[src/csb_pkg.sv]
package csb_pkg;

   localparam int PARITY_CHECK_OUTPUT_DELAY = 2;
   localparam logic [1:0] PB_SEL_RESET = 2'h0;
   localparam logic [1:0] STRAP_SETTLE = 2'h2;

   typedef enum logic [1:0]
   {
      CSB_RUN = 2'h0,
      CSB_SMM = 2'h1,
      CSB_STOP = 2'h3,
      CSB_PROBE = 2'h2
   } csb_mode_e;

   typedef struct packed
   {
      logic [31:0] addr;
      logic [7:0] ctrl;
   } csb_cycle_s;

   typedef struct packed
   {
      csb_cycle_s cyc;
      logic valid;
   } csb_mca_s;

   typedef struct packed
   {
      logic [1:0] pen_sync;
      logic [1:0] smi_sync;
      logic [1:0] stp_sync;
      logic [1:0] rs_sync;
      logic [1:0] flush_sync;
      logic [1:0] init_sync;
      logic smi_latched;
      csb_mode_e mode;
      csb_mca_s mca;
      logic mc_exception;
      logic [1:0] pb_sel;
      logic [PARITY_CHECK_OUTPUT_DELAY-1:0] perr_pipe;
      logic [PARITY_CHECK_OUTPUT_DELAY-1:0] burst_ready_in_pipe;
      logic parity_check_output_n;
      logic lock_active;
      logic split;
      logic page_write_through;
      logic stop_grant;
      logic cache_inval;
      logic [1:0] settle;
      logic reset_done;
      logic tristate_test;
      logic run_bist;
   } csb_state_s;

endpackage

[src/csb_sideband.sv]
`timescale 1ns/10ps
// Summary of operation
// - With parity checking enabled, a read parity error captures the cycle's address and control.
// - If machine check is also enabled, a machine check exception is raised before the next instruction.
// - Two select bits choose breakpoint or performance-monitor function for each shared pin.
// - After reset both shared pins act as performance-monitor outputs.
// - Probe ready asserts once execution halts for run/stop or probe mode.
// - Reset starts from a known state and invalidates caches without write-back.
// - Flush and init are sampled as reset releases to choose three-state test or self test.
// - Split cycle asserts during misaligned locked transfers.
// - A system management request is latched and enters management mode at an instruction boundary.
// - Management active stays asserted for the whole time in management mode.
// - A stop clock request halts at the next boundary and issues a stop grant, unless preempted.
// - Snoops are still serviced while stop clock is asserted.
// - Page write-through follows the write-through bit that applies to the cycle.
// - Parity check output goes low for one clock, three clocks after each erroring ready clock.
// - Bus lock asserts in the first locked cycle and drops after ready of the last one.
module csb_sideband
(
   input wire logic SYS_CLK,
   input wire logic RST_B,
   input wire logic PARITY_ERROR_CHECK_ENABLE_B,
   input wire logic READ_PARITY_ERR,
   input wire logic BURST_READY_IN_B,
   input wire csb_pkg::csb_cycle_s CUR_CYCLE,
   input wire logic MACHINE_CHECK_ENABLE_BIT,
   input wire logic MCA_CLEAR,
   input wire logic PB_SEL_WR,
   input wire logic [1:0] PB_SEL_WDATA,
   input wire logic [1:0] BP_MATCH,
   input wire logic [1:0] PERFMON_EVENT,
   input wire logic RUN_STOP_REQ_B,
   input wire logic PROBE_ENTER,
   input wire logic PROBE_EXIT,
   input wire logic INSN_BOUNDARY,
   input wire logic HIGHER_PRI_INT,
   input wire logic RSM_EXEC,
   input wire logic SYS_MGMT_INTERRUPT_REQ_B,
   input wire logic STOP_CLOCK_REQUEST_B,
   input wire logic FLUSH_REQ_B,
   input wire logic INIT_REQ,
   input wire logic LOCK_START,
   input wire logic LOCK_LAST,
   input wire logic LOCK_MISALIGNED,
   input wire logic PWT_BIT,
   input wire logic SNOOP_REQ,
   output logic [1:0] PERFMON_BREAKPOINT_PINS,
   output logic [1:0] PIN_FUNCTION_SELECT,
   output logic PROBE_READY,
   output logic SYS_MGMT_ACTIVE_B,
   output logic STOP_GRANT_CYCLE,
   output logic EXEC_HALTED,
   output logic PARITY_CHECK_OUTPUT_B,
   output logic LOCK_B,
   output logic SPLIT_CYCLE,
   output logic PAGE_WRITE_THROUGH,
   output logic MACHINE_CHECK_EXC,
   output csb_pkg::csb_mca_s MCA_REGS,
   output logic CACHE_INVALIDATE,
   output logic TRISTATE_TEST,
   output logic RUN_BIST,
   output logic SNOOP_ACK
);
   import csb_pkg::*;

   csb_state_s s_q;
   csb_state_s s_d;
   logic pen_act;
   logic burst_ready_in_act;
   logic at_boundary;

   // ****************************************
   // Next state
   // ****************************************
   always_comb
   begin
      s_d = s_q;
      s_d.pen_sync = {s_q.pen_sync[0], ~PARITY_ERROR_CHECK_ENABLE_B};
      s_d.smi_sync = {s_q.smi_sync[0], ~SYS_MGMT_INTERRUPT_REQ_B};
      s_d.stp_sync = {s_q.stp_sync[0], ~STOP_CLOCK_REQUEST_B};
      s_d.rs_sync = {s_q.rs_sync[0], ~RUN_STOP_REQ_B};
      s_d.flush_sync = {s_q.flush_sync[0], ~FLUSH_REQ_B};
      s_d.init_sync = {s_q.init_sync[0], INIT_REQ};
      s_d.stop_grant = 1'b0;
      s_d.cache_inval = 1'b0;
      // Caches invalidated on the first edge after reset release
      if (s_q.settle != STRAP_SETTLE)
         s_d.settle = s_q.settle + 2'h1;
      if (s_q.settle == 2'h0)
         s_d.cache_inval = 1'b1;
      // Straps taken once synchronisers show the level held across release
      if (s_q.settle == STRAP_SETTLE && !s_q.reset_done)
      begin
         s_d.reset_done = 1'b1;
         s_d.tristate_test = s_q.flush_sync[1] & ~s_q.init_sync[1];
         s_d.run_bist = s_q.init_sync[1] & ~s_q.flush_sync[1];
      end
      // Pending exception taken at the next boundary
      if (s_q.mc_exception && INSN_BOUNDARY)
         s_d.mc_exception = 1'b0;
      // Parity capture, held until software clears
      if (pen_act && READ_PARITY_ERR && burst_ready_in_act && !s_q.mca.valid)
      begin
         s_d.mca.cyc = CUR_CYCLE;
         s_d.mca.valid = 1'b1;
         if (MACHINE_CHECK_ENABLE_BIT)
            s_d.mc_exception = 1'b1;
      end
      else if (MCA_CLEAR)
         s_d.mca.valid = 1'b0;
      if (PB_SEL_WR)
         s_d.pb_sel = PB_SEL_WDATA;
      s_d.perr_pipe = {s_q.perr_pipe[PARITY_CHECK_OUTPUT_DELAY-2:0], READ_PARITY_ERR & burst_ready_in_act};
      s_d.parity_check_output_n = ~s_q.perr_pipe[PARITY_CHECK_OUTPUT_DELAY-1];
      if (LOCK_START)
         s_d.lock_active = 1'b1;
      else if (LOCK_LAST && burst_ready_in_act)
         s_d.lock_active = 1'b0;
      s_d.split = (LOCK_START | s_q.lock_active) & LOCK_MISALIGNED;
      s_d.page_write_through = PWT_BIT;
      unique case (s_q.mode)
         CSB_RUN:
         begin
            if (PROBE_ENTER || s_q.rs_sync[1])
               s_d.mode = CSB_PROBE;
            else if (at_boundary && s_q.smi_latched)
            begin
               s_d.mode = CSB_SMM;
               s_d.smi_latched = 1'b0;
            end
            else if (at_boundary && s_q.stp_sync[1] && !HIGHER_PRI_INT)
            begin
               s_d.mode = CSB_STOP;
               s_d.stop_grant = 1'b1;
            end
         end
         CSB_SMM:
            if (RSM_EXEC)
               s_d.mode = CSB_RUN;
         CSB_STOP:
            if (!s_q.stp_sync[1])
               s_d.mode = CSB_RUN;
         CSB_PROBE:
            if (PROBE_EXIT && !s_q.rs_sync[1])
               s_d.mode = CSB_RUN;
      endcase
      // New request wins over the clear on management entry
      if (s_q.smi_sync[1])
         s_d.smi_latched = 1'b1;
   end

   always_comb
   begin
      pen_act = s_q.pen_sync[1];
      burst_ready_in_act = ~BURST_READY_IN_B;
      at_boundary = INSN_BOUNDARY & ~s_q.mc_exception;
   end

   always_ff @(posedge SYS_CLK or negedge RST_B)
   begin
      if (!RST_B)
      begin
         s_q <= '0;
         s_q.mode <= CSB_RUN;
         s_q.pb_sel <= PB_SEL_RESET;
         s_q.parity_check_output_n <= 1'b1;
      end
      else
         s_q <= s_d;
   end

   // ****************************************
   // Outputs
   // ****************************************
   genvar gi;
   generate
      for (gi = 0; gi < 2; gi++)
      begin : g_pin
         // Select 1 means breakpoint, 0 means perfmon
         assign PERFMON_BREAKPOINT_PINS[gi] = s_q.pb_sel[gi] ? BP_MATCH[gi]
                                                              : PERFMON_EVENT[gi];
      end
   endgenerate

   assign PIN_FUNCTION_SELECT = s_q.pb_sel;
   assign PROBE_READY = (s_q.mode == CSB_PROBE);
   assign SYS_MGMT_ACTIVE_B = ~(s_q.mode == CSB_SMM);
   assign STOP_GRANT_CYCLE = s_q.stop_grant;
   assign EXEC_HALTED = (s_q.mode == CSB_STOP) | (s_q.mode == CSB_PROBE);
   assign PARITY_CHECK_OUTPUT_B = s_q.parity_check_output_n;
   assign LOCK_B = ~s_q.lock_active;
   assign SPLIT_CYCLE = s_q.split;
   assign PAGE_WRITE_THROUGH = s_q.page_write_through;
   assign MACHINE_CHECK_EXC = s_q.mc_exception;
   assign MCA_REGS = s_q.mca;
   assign CACHE_INVALIDATE = s_q.cache_inval;
   assign TRISTATE_TEST = s_q.tristate_test;
   assign RUN_BIST = s_q.run_bist;
   assign SNOOP_ACK = SNOOP_REQ;
endmodule

[config.mk]
export PLATFORM = sky130hd
export DESIGN_NAME = csb_sideband
export DESIGN_NICKNAME = d
export VERILOG_FILES = /design/src/csb_pkg.sv /design/src/csb_sideband.sv
export SDC_FILE = /design/constraint.sdc
export NUM_CORES = 1
export LEC_CHECK = 0
export CORE_MARGIN = 2
export CORE_UTILIZATION = 25
export CTS_CLUSTER_DIAMETER = 120
export DETAILED_ROUTE_END_ITERATION = 10
export DONT_BUFFER_PORTS = 1
export PLACE_DENSITY = 0.38
export SLEW_MARGIN = 20
export SYNTH_ARGS = -nofsm -noshare
export SYNTH_HDL_FRONTEND = slang
export SYNTH_SLANG_ARGS = --single-unit
[constraint.sdc]
create_clock -name SYS_CLK -period 1.6 [get_ports SYS_CLK]
set_input_delay 0.08 -clock SYS_CLK [delete_from_list [all_inputs] [get_ports SYS_CLK]]
set_output_delay 0.08 -clock SYS_CLK [all_outputs]
set_load 0.05 [all_outputs]
; ---- Word-level counts from Yosys, hierarchy flattened
; Cells that the tools add are included.
; W data, S select, Z words.
[word_totals]
wordCells = 102
ff_bits = 72
[op_classes]
reduce_logical = 23
n_eq_ne = 10
n_bitwise = 19
add_sub_neg = 1
muxes = 25
[ops]
columns = cell, n
row1 = $mux W1, 18
row2 = $mux W2, 6
row3 = $not A1 Y1, 12
row4 = $logic_and A1 B1 Y1, 10
row5 = $ne A2 B2 Y1 const B, 4
row6 = $pmux W2 S4, 1
row7 = $reduce_bool A2 Y1, 4
row8 = $eq A2 B2 Y1 const B, 3
row9 = $and A1 B1 Y1, 5
row10 = $logic_not A1 Y1, 4
row11 = $logic_not A2 Y1, 2
row12 = $ne A4 B4 Y1 const B, 1
row13 = $reduce_and A4 Y1, 1
row14 = $reduce_and A3 Y1, 1
row15 = $add A2 B1 Y2 const B, 1
row16 = $eq A2 B1 Y1 const B, 1
row17 = $ne A2 B1 Y1 const B, 1
row18 = $or A1 B1 Y1, 2
row19 = $logic_or A1 B1 Y1, 1

; ---- Logic depth before layout (Yosys ltp)
[logic_depth]
ltp_word = 8
depth_mapped = 5
depth_no_buf = 5

; ---- Worst setup path after synthesis
; Ideal clock, no wire load.
[synth_path]
path_type = register -> register
from = register s_q[60] in the netlist's numbering
to = register s_q[61] in the netlist's numbering
synth_period_minus_slack_ns = 1.587
path_slack_ns = 0.013
stages_incl_launch_ff = 4
path_buffers = 0
arrival_time_ns = 1.469
path_cell_list = dfrtp_1 > or3_1 > or4b_4 > a21o_1
[synth_via]
elab_chain_cells = 3
[synth_lines]
columns = element, line
row1 = from (decl), csb_sideband.sv:66  ; csb_state_s s_q;
row2 = $logic_not A2 Y1, csb_sideband.sv:121  ; unique case (s_q.mode)
row3 = $reduce_bool A2 Y1 (no line), n/a
row4 = $reduce_and A3 Y1 (no line), n/a
; No other way between the ends.
; A chain may end at the register's enable or synchronous reset.

; ---- Final worst setup path
; Ends and elaborated chain as after synthesis.

==> out/results.tsv <==
metric	value	unit
status	complete, but fails checks	
clk_lat worst skew	0.34	ns
WL per Instance	13.6	um
row count	39	
Pins Over Slew Limit	0	
DRC	0	
Ports	127	
Period minus WS final	1.58	ns
FF+latch count, synth	72	
placed cell area	2870	sq um
Max clock buf depth	2	
syn_nets	283	
dpl cells	315	
Net Sw Frac	0.346	
clock-pin slew on the worst setup and hold paths	0.06	ns
crit path buf inv count	0	
Seq pwr share	0.540	
Syn-to-layout area delta	29.0	%
Worst Slack Setup Final	0.0175	ns
crit-path leading delay family	simple AND/OR/NAND/NOR gates	
IO Port Bufs	0	
worst reg2reg path startpoint	s_q[60]$_DFFE_PN0P_	
die area	12700	sq um
failing checks	negative hold slack	
worst-path fanout max	3	
post-synthesis sequential area ratio	0.612	
Yosys cell types	25	
final wirelength	5.34	mm
Finish-stage setup viols	0	
CP Data Required Time	1.83	ns
initial core utilization	0.257	
Ys Warns	0	
CTS tree	yes	
detailed-route vias per instance	4.02	
Crit. path cell count	3	
quantity of hold-fixing buffers added after cts	62	
EDFF count, synth	0	
Post-synth ARST share	1.00	
CP Class	reg -> reg	
HP Class	in -> async	
Routability Congestion	0.741	
post-route cell area	3800	sq um
initial antenna violation count	0	
reg2reg path depth	3	
Detailed Place HPWL	3.16	mm
clk sinks	72	
Reg2Reg Capture Point	s_q[61]$_DFFE_PN0P_	
Worst setup EP type	flip-flop	
hold violation total from the final report	72	
Worst EP arrival	1.81	ns
Mapped Area	2940	sq um
Crit-path slowest cell	or4b_4	
antenna-violating nets left	0	
width of the die	113	um
Final nets	316	
VDD IR max	0.000692	V
final hold slack	-0.566	ns
Vias	1574	
clock network fraction of design power	0.358	
Clock Skew	0.00488	ns
synthesized instance count	212	
Int Power	3750	uW
post-route insts no fill	392	
Setup Buffers After CTS	0	
Critical path origin	s_q[60]$_DFFE_PN0P_	
clk root buf	clkbuf_16	
largest net degree at the start of global routing	73	
drt pass-1 iters	4	
relative slew slack	0.671	
htree depth	3	
f_max	632	MHz
Ant. Diodes	0	
fin crit share	0.989	
crit path capture	s_q[61]$_DFFE_PN0P_	
type of origin of the critical path	flip-flop	
first-pass GRT wire length	8.47	mm
initial DRC count	49	
switching power	1990	uW
Core Region	11500	sq um
static leakage	0.00163	uW
power share of the combinational group	0.102	
GR Util All Layers	0.0919	
crit-path max cell delay	0.50	ns
main flop type after synthesis	dfrtp_1	
CP cell instances	or3_4 -> or4b_4 -> a21o_1	
layout cells sized above 1	0.301	
FF-to-FF setup slack	0.02	ns
PwrDens	1510	nW/um^2
pre-CTS WS	0.0134	ns
Max Cap Viol	0	
Syn Area/Cell	13.9	sq um
grt ovf	0	
Worst Tran Pin Value	0.493	ns
vias in the first global route	1742	
total CTS buffers	9	
Die Ht	113	um
-- sequential cells by signal, indices dropped and copies added (netlist names) --
signal,flops
s_q,13
CACHE_INVALIDATE,1
STOP_GRANT_CYCLE,1
TRISTATE_TEST,1
PAGE_WRITE_THROUGH,1
PIN_FUNCTION_SELECT,2
MACHINE_CHECK_EXC,1
s_d,7
RUN_BIST,1
pen_act,1
PARITY_CHECK_OUTPUT_B,1
SPLIT_CYCLE,1
MCA_REGS,41
-- synthesized netlist by cell type, types with 2 or more instances --
| cell | instances | area (sq um) |
|---|---|---|
| dfrtp_1 | 71 | 1780 |
| mux2_2 | 45 | 507 |
| buf_4 | 44 | 330 |
| inv_1 | 14 | 52.6 |
| buf_2 | 5 | 25.0 |
| nor2b_1 | 5 | 31.3 |
| o21ai_0 | 4 | 20.0 |
| a21o_1 | 3 | 22.5 |
| ha_1 | 2 | 25.0 |
| nand2_1 | 2 | 7.51 |
| nand2b_1 | 2 | 12.5 |
| nand3b_1 | 2 | 15.0 |
-- cell families after synthesis --
| family | synth area share |
|---|---|
| compound gates | 0.0268 |
| buf+inv | 0.140 |
| flops | 0.612 |
| fa+ha+maj | 0.00850 |
| simple gates | 0.0374 |
| mux | 0.172 |
| xor+xnor | 0.00298 |
-- how the worst min path moves through the flow --
stage / start / slack, ns / to / depth (start not counted)
6_report: RST_B / -0.57 / s_q[4]$_DFFE_PN0P_ / 0
5_1_grt: RST_B / -0.59 / s_q[4]$_DFFE_PN0P_ / 0
4_1_cts: RST_B / -0.59 / MCA_REGS[19]$_DFFE_PN0P_ / 0
3_5_place_dp: RST_B / -0.21 / s_q[4]$_DFFE_PN0P_ / 0
3_3_place_gp: RST_B / -0.21 / s_q[4]$_DFFE_PN0P_ / 0
2_1_floorplan: RST_B / -0.22 / CACHE_INVALIDATE$_DFF_PN0_ / 0
-- power groups by stage --
stage	Clock, uW	Combinational (uW)	Sequential (uW)
after global routing	2230	633	3130
after global placement	0	453	3140
after CTS	2140	587	3100
final	2050	587	3100
after floorplan	0	1580	2260
after detailed placement	0	464	3130
-- cell type report --
type / count / area [sq um]
clock inverter: 3 / 40.0
clock buffer: 12 / 267
multi-input combinational: 76 / 749
tap: 143 / 179
sequential: 72 / 1800
fill: 1103 / 7670
inverter: 14 / 52.6
timing repair buffer: 72 / 708
-- cells in the final DEF (no fill, tap or decap), drive strengths merged --
cell type    netlist  final
a21o               3      3
a21oi              1      1
a221oi             1      1
a31oi              1      1
buf               49     10
bufinv             0      1
clkbuf             1     12
clkinv             0      2
dfrtp             71     71
dfstp              1      1
dlygate4sd3        0     62
ha                 2      2
inv               14     14
mux2              45     45
nand2              2      2
nand2b             2      2
nand3b             2      2
nor2b              5      5
nor3b              1      1
nor4bb             1      1
o21a               1      1
o21ai              4      4
o2bb2ai            1      1
or2                1      1
or3                1      1
or4b               1      1
xnor2              1      1
-- timing repair --
| action | 4_1_cts | 5_1_grt |
|---|---|---|
| endpoints found under the hold margin | 129 | 72 |
| setup endpoints to repair | 0 | 1 |
| gates resized for setup | 0 | 1 |
-- per-stage QoR --
| stage | util | hold WS [ns] | setup TNS [ns] | total power (uW) |
|---|---|---|---|---|
| floorplan | - | -0.216 | 0 | 3840 |
| global placement | 0.250 | -0.214 | 0 | 3590 |
| detailed placement | 0.250 | -0.214 | 0 | 3600 |
| CTS | 0.331 | -0.586 | 0 | 5830 |
| global route | 0.331 | -0.591 | -0.0191 | 6000 |
| finish | 0.331 | -0.566 | 0 | 5740 |
-- metal layers --
layer | vias up | GRT usage | routed length (um)
li1 | 719 | - | -
met1 | 764 | 0.0921 | 2040
met2 | 77 | 0.146 | 2610
met3 | 14 | 0.0545 | 485
met4 | 0 | 0.0577 | 202
met5 | - | 0 | 0
No activity file was read; power rests on OpenSTA's default activity.
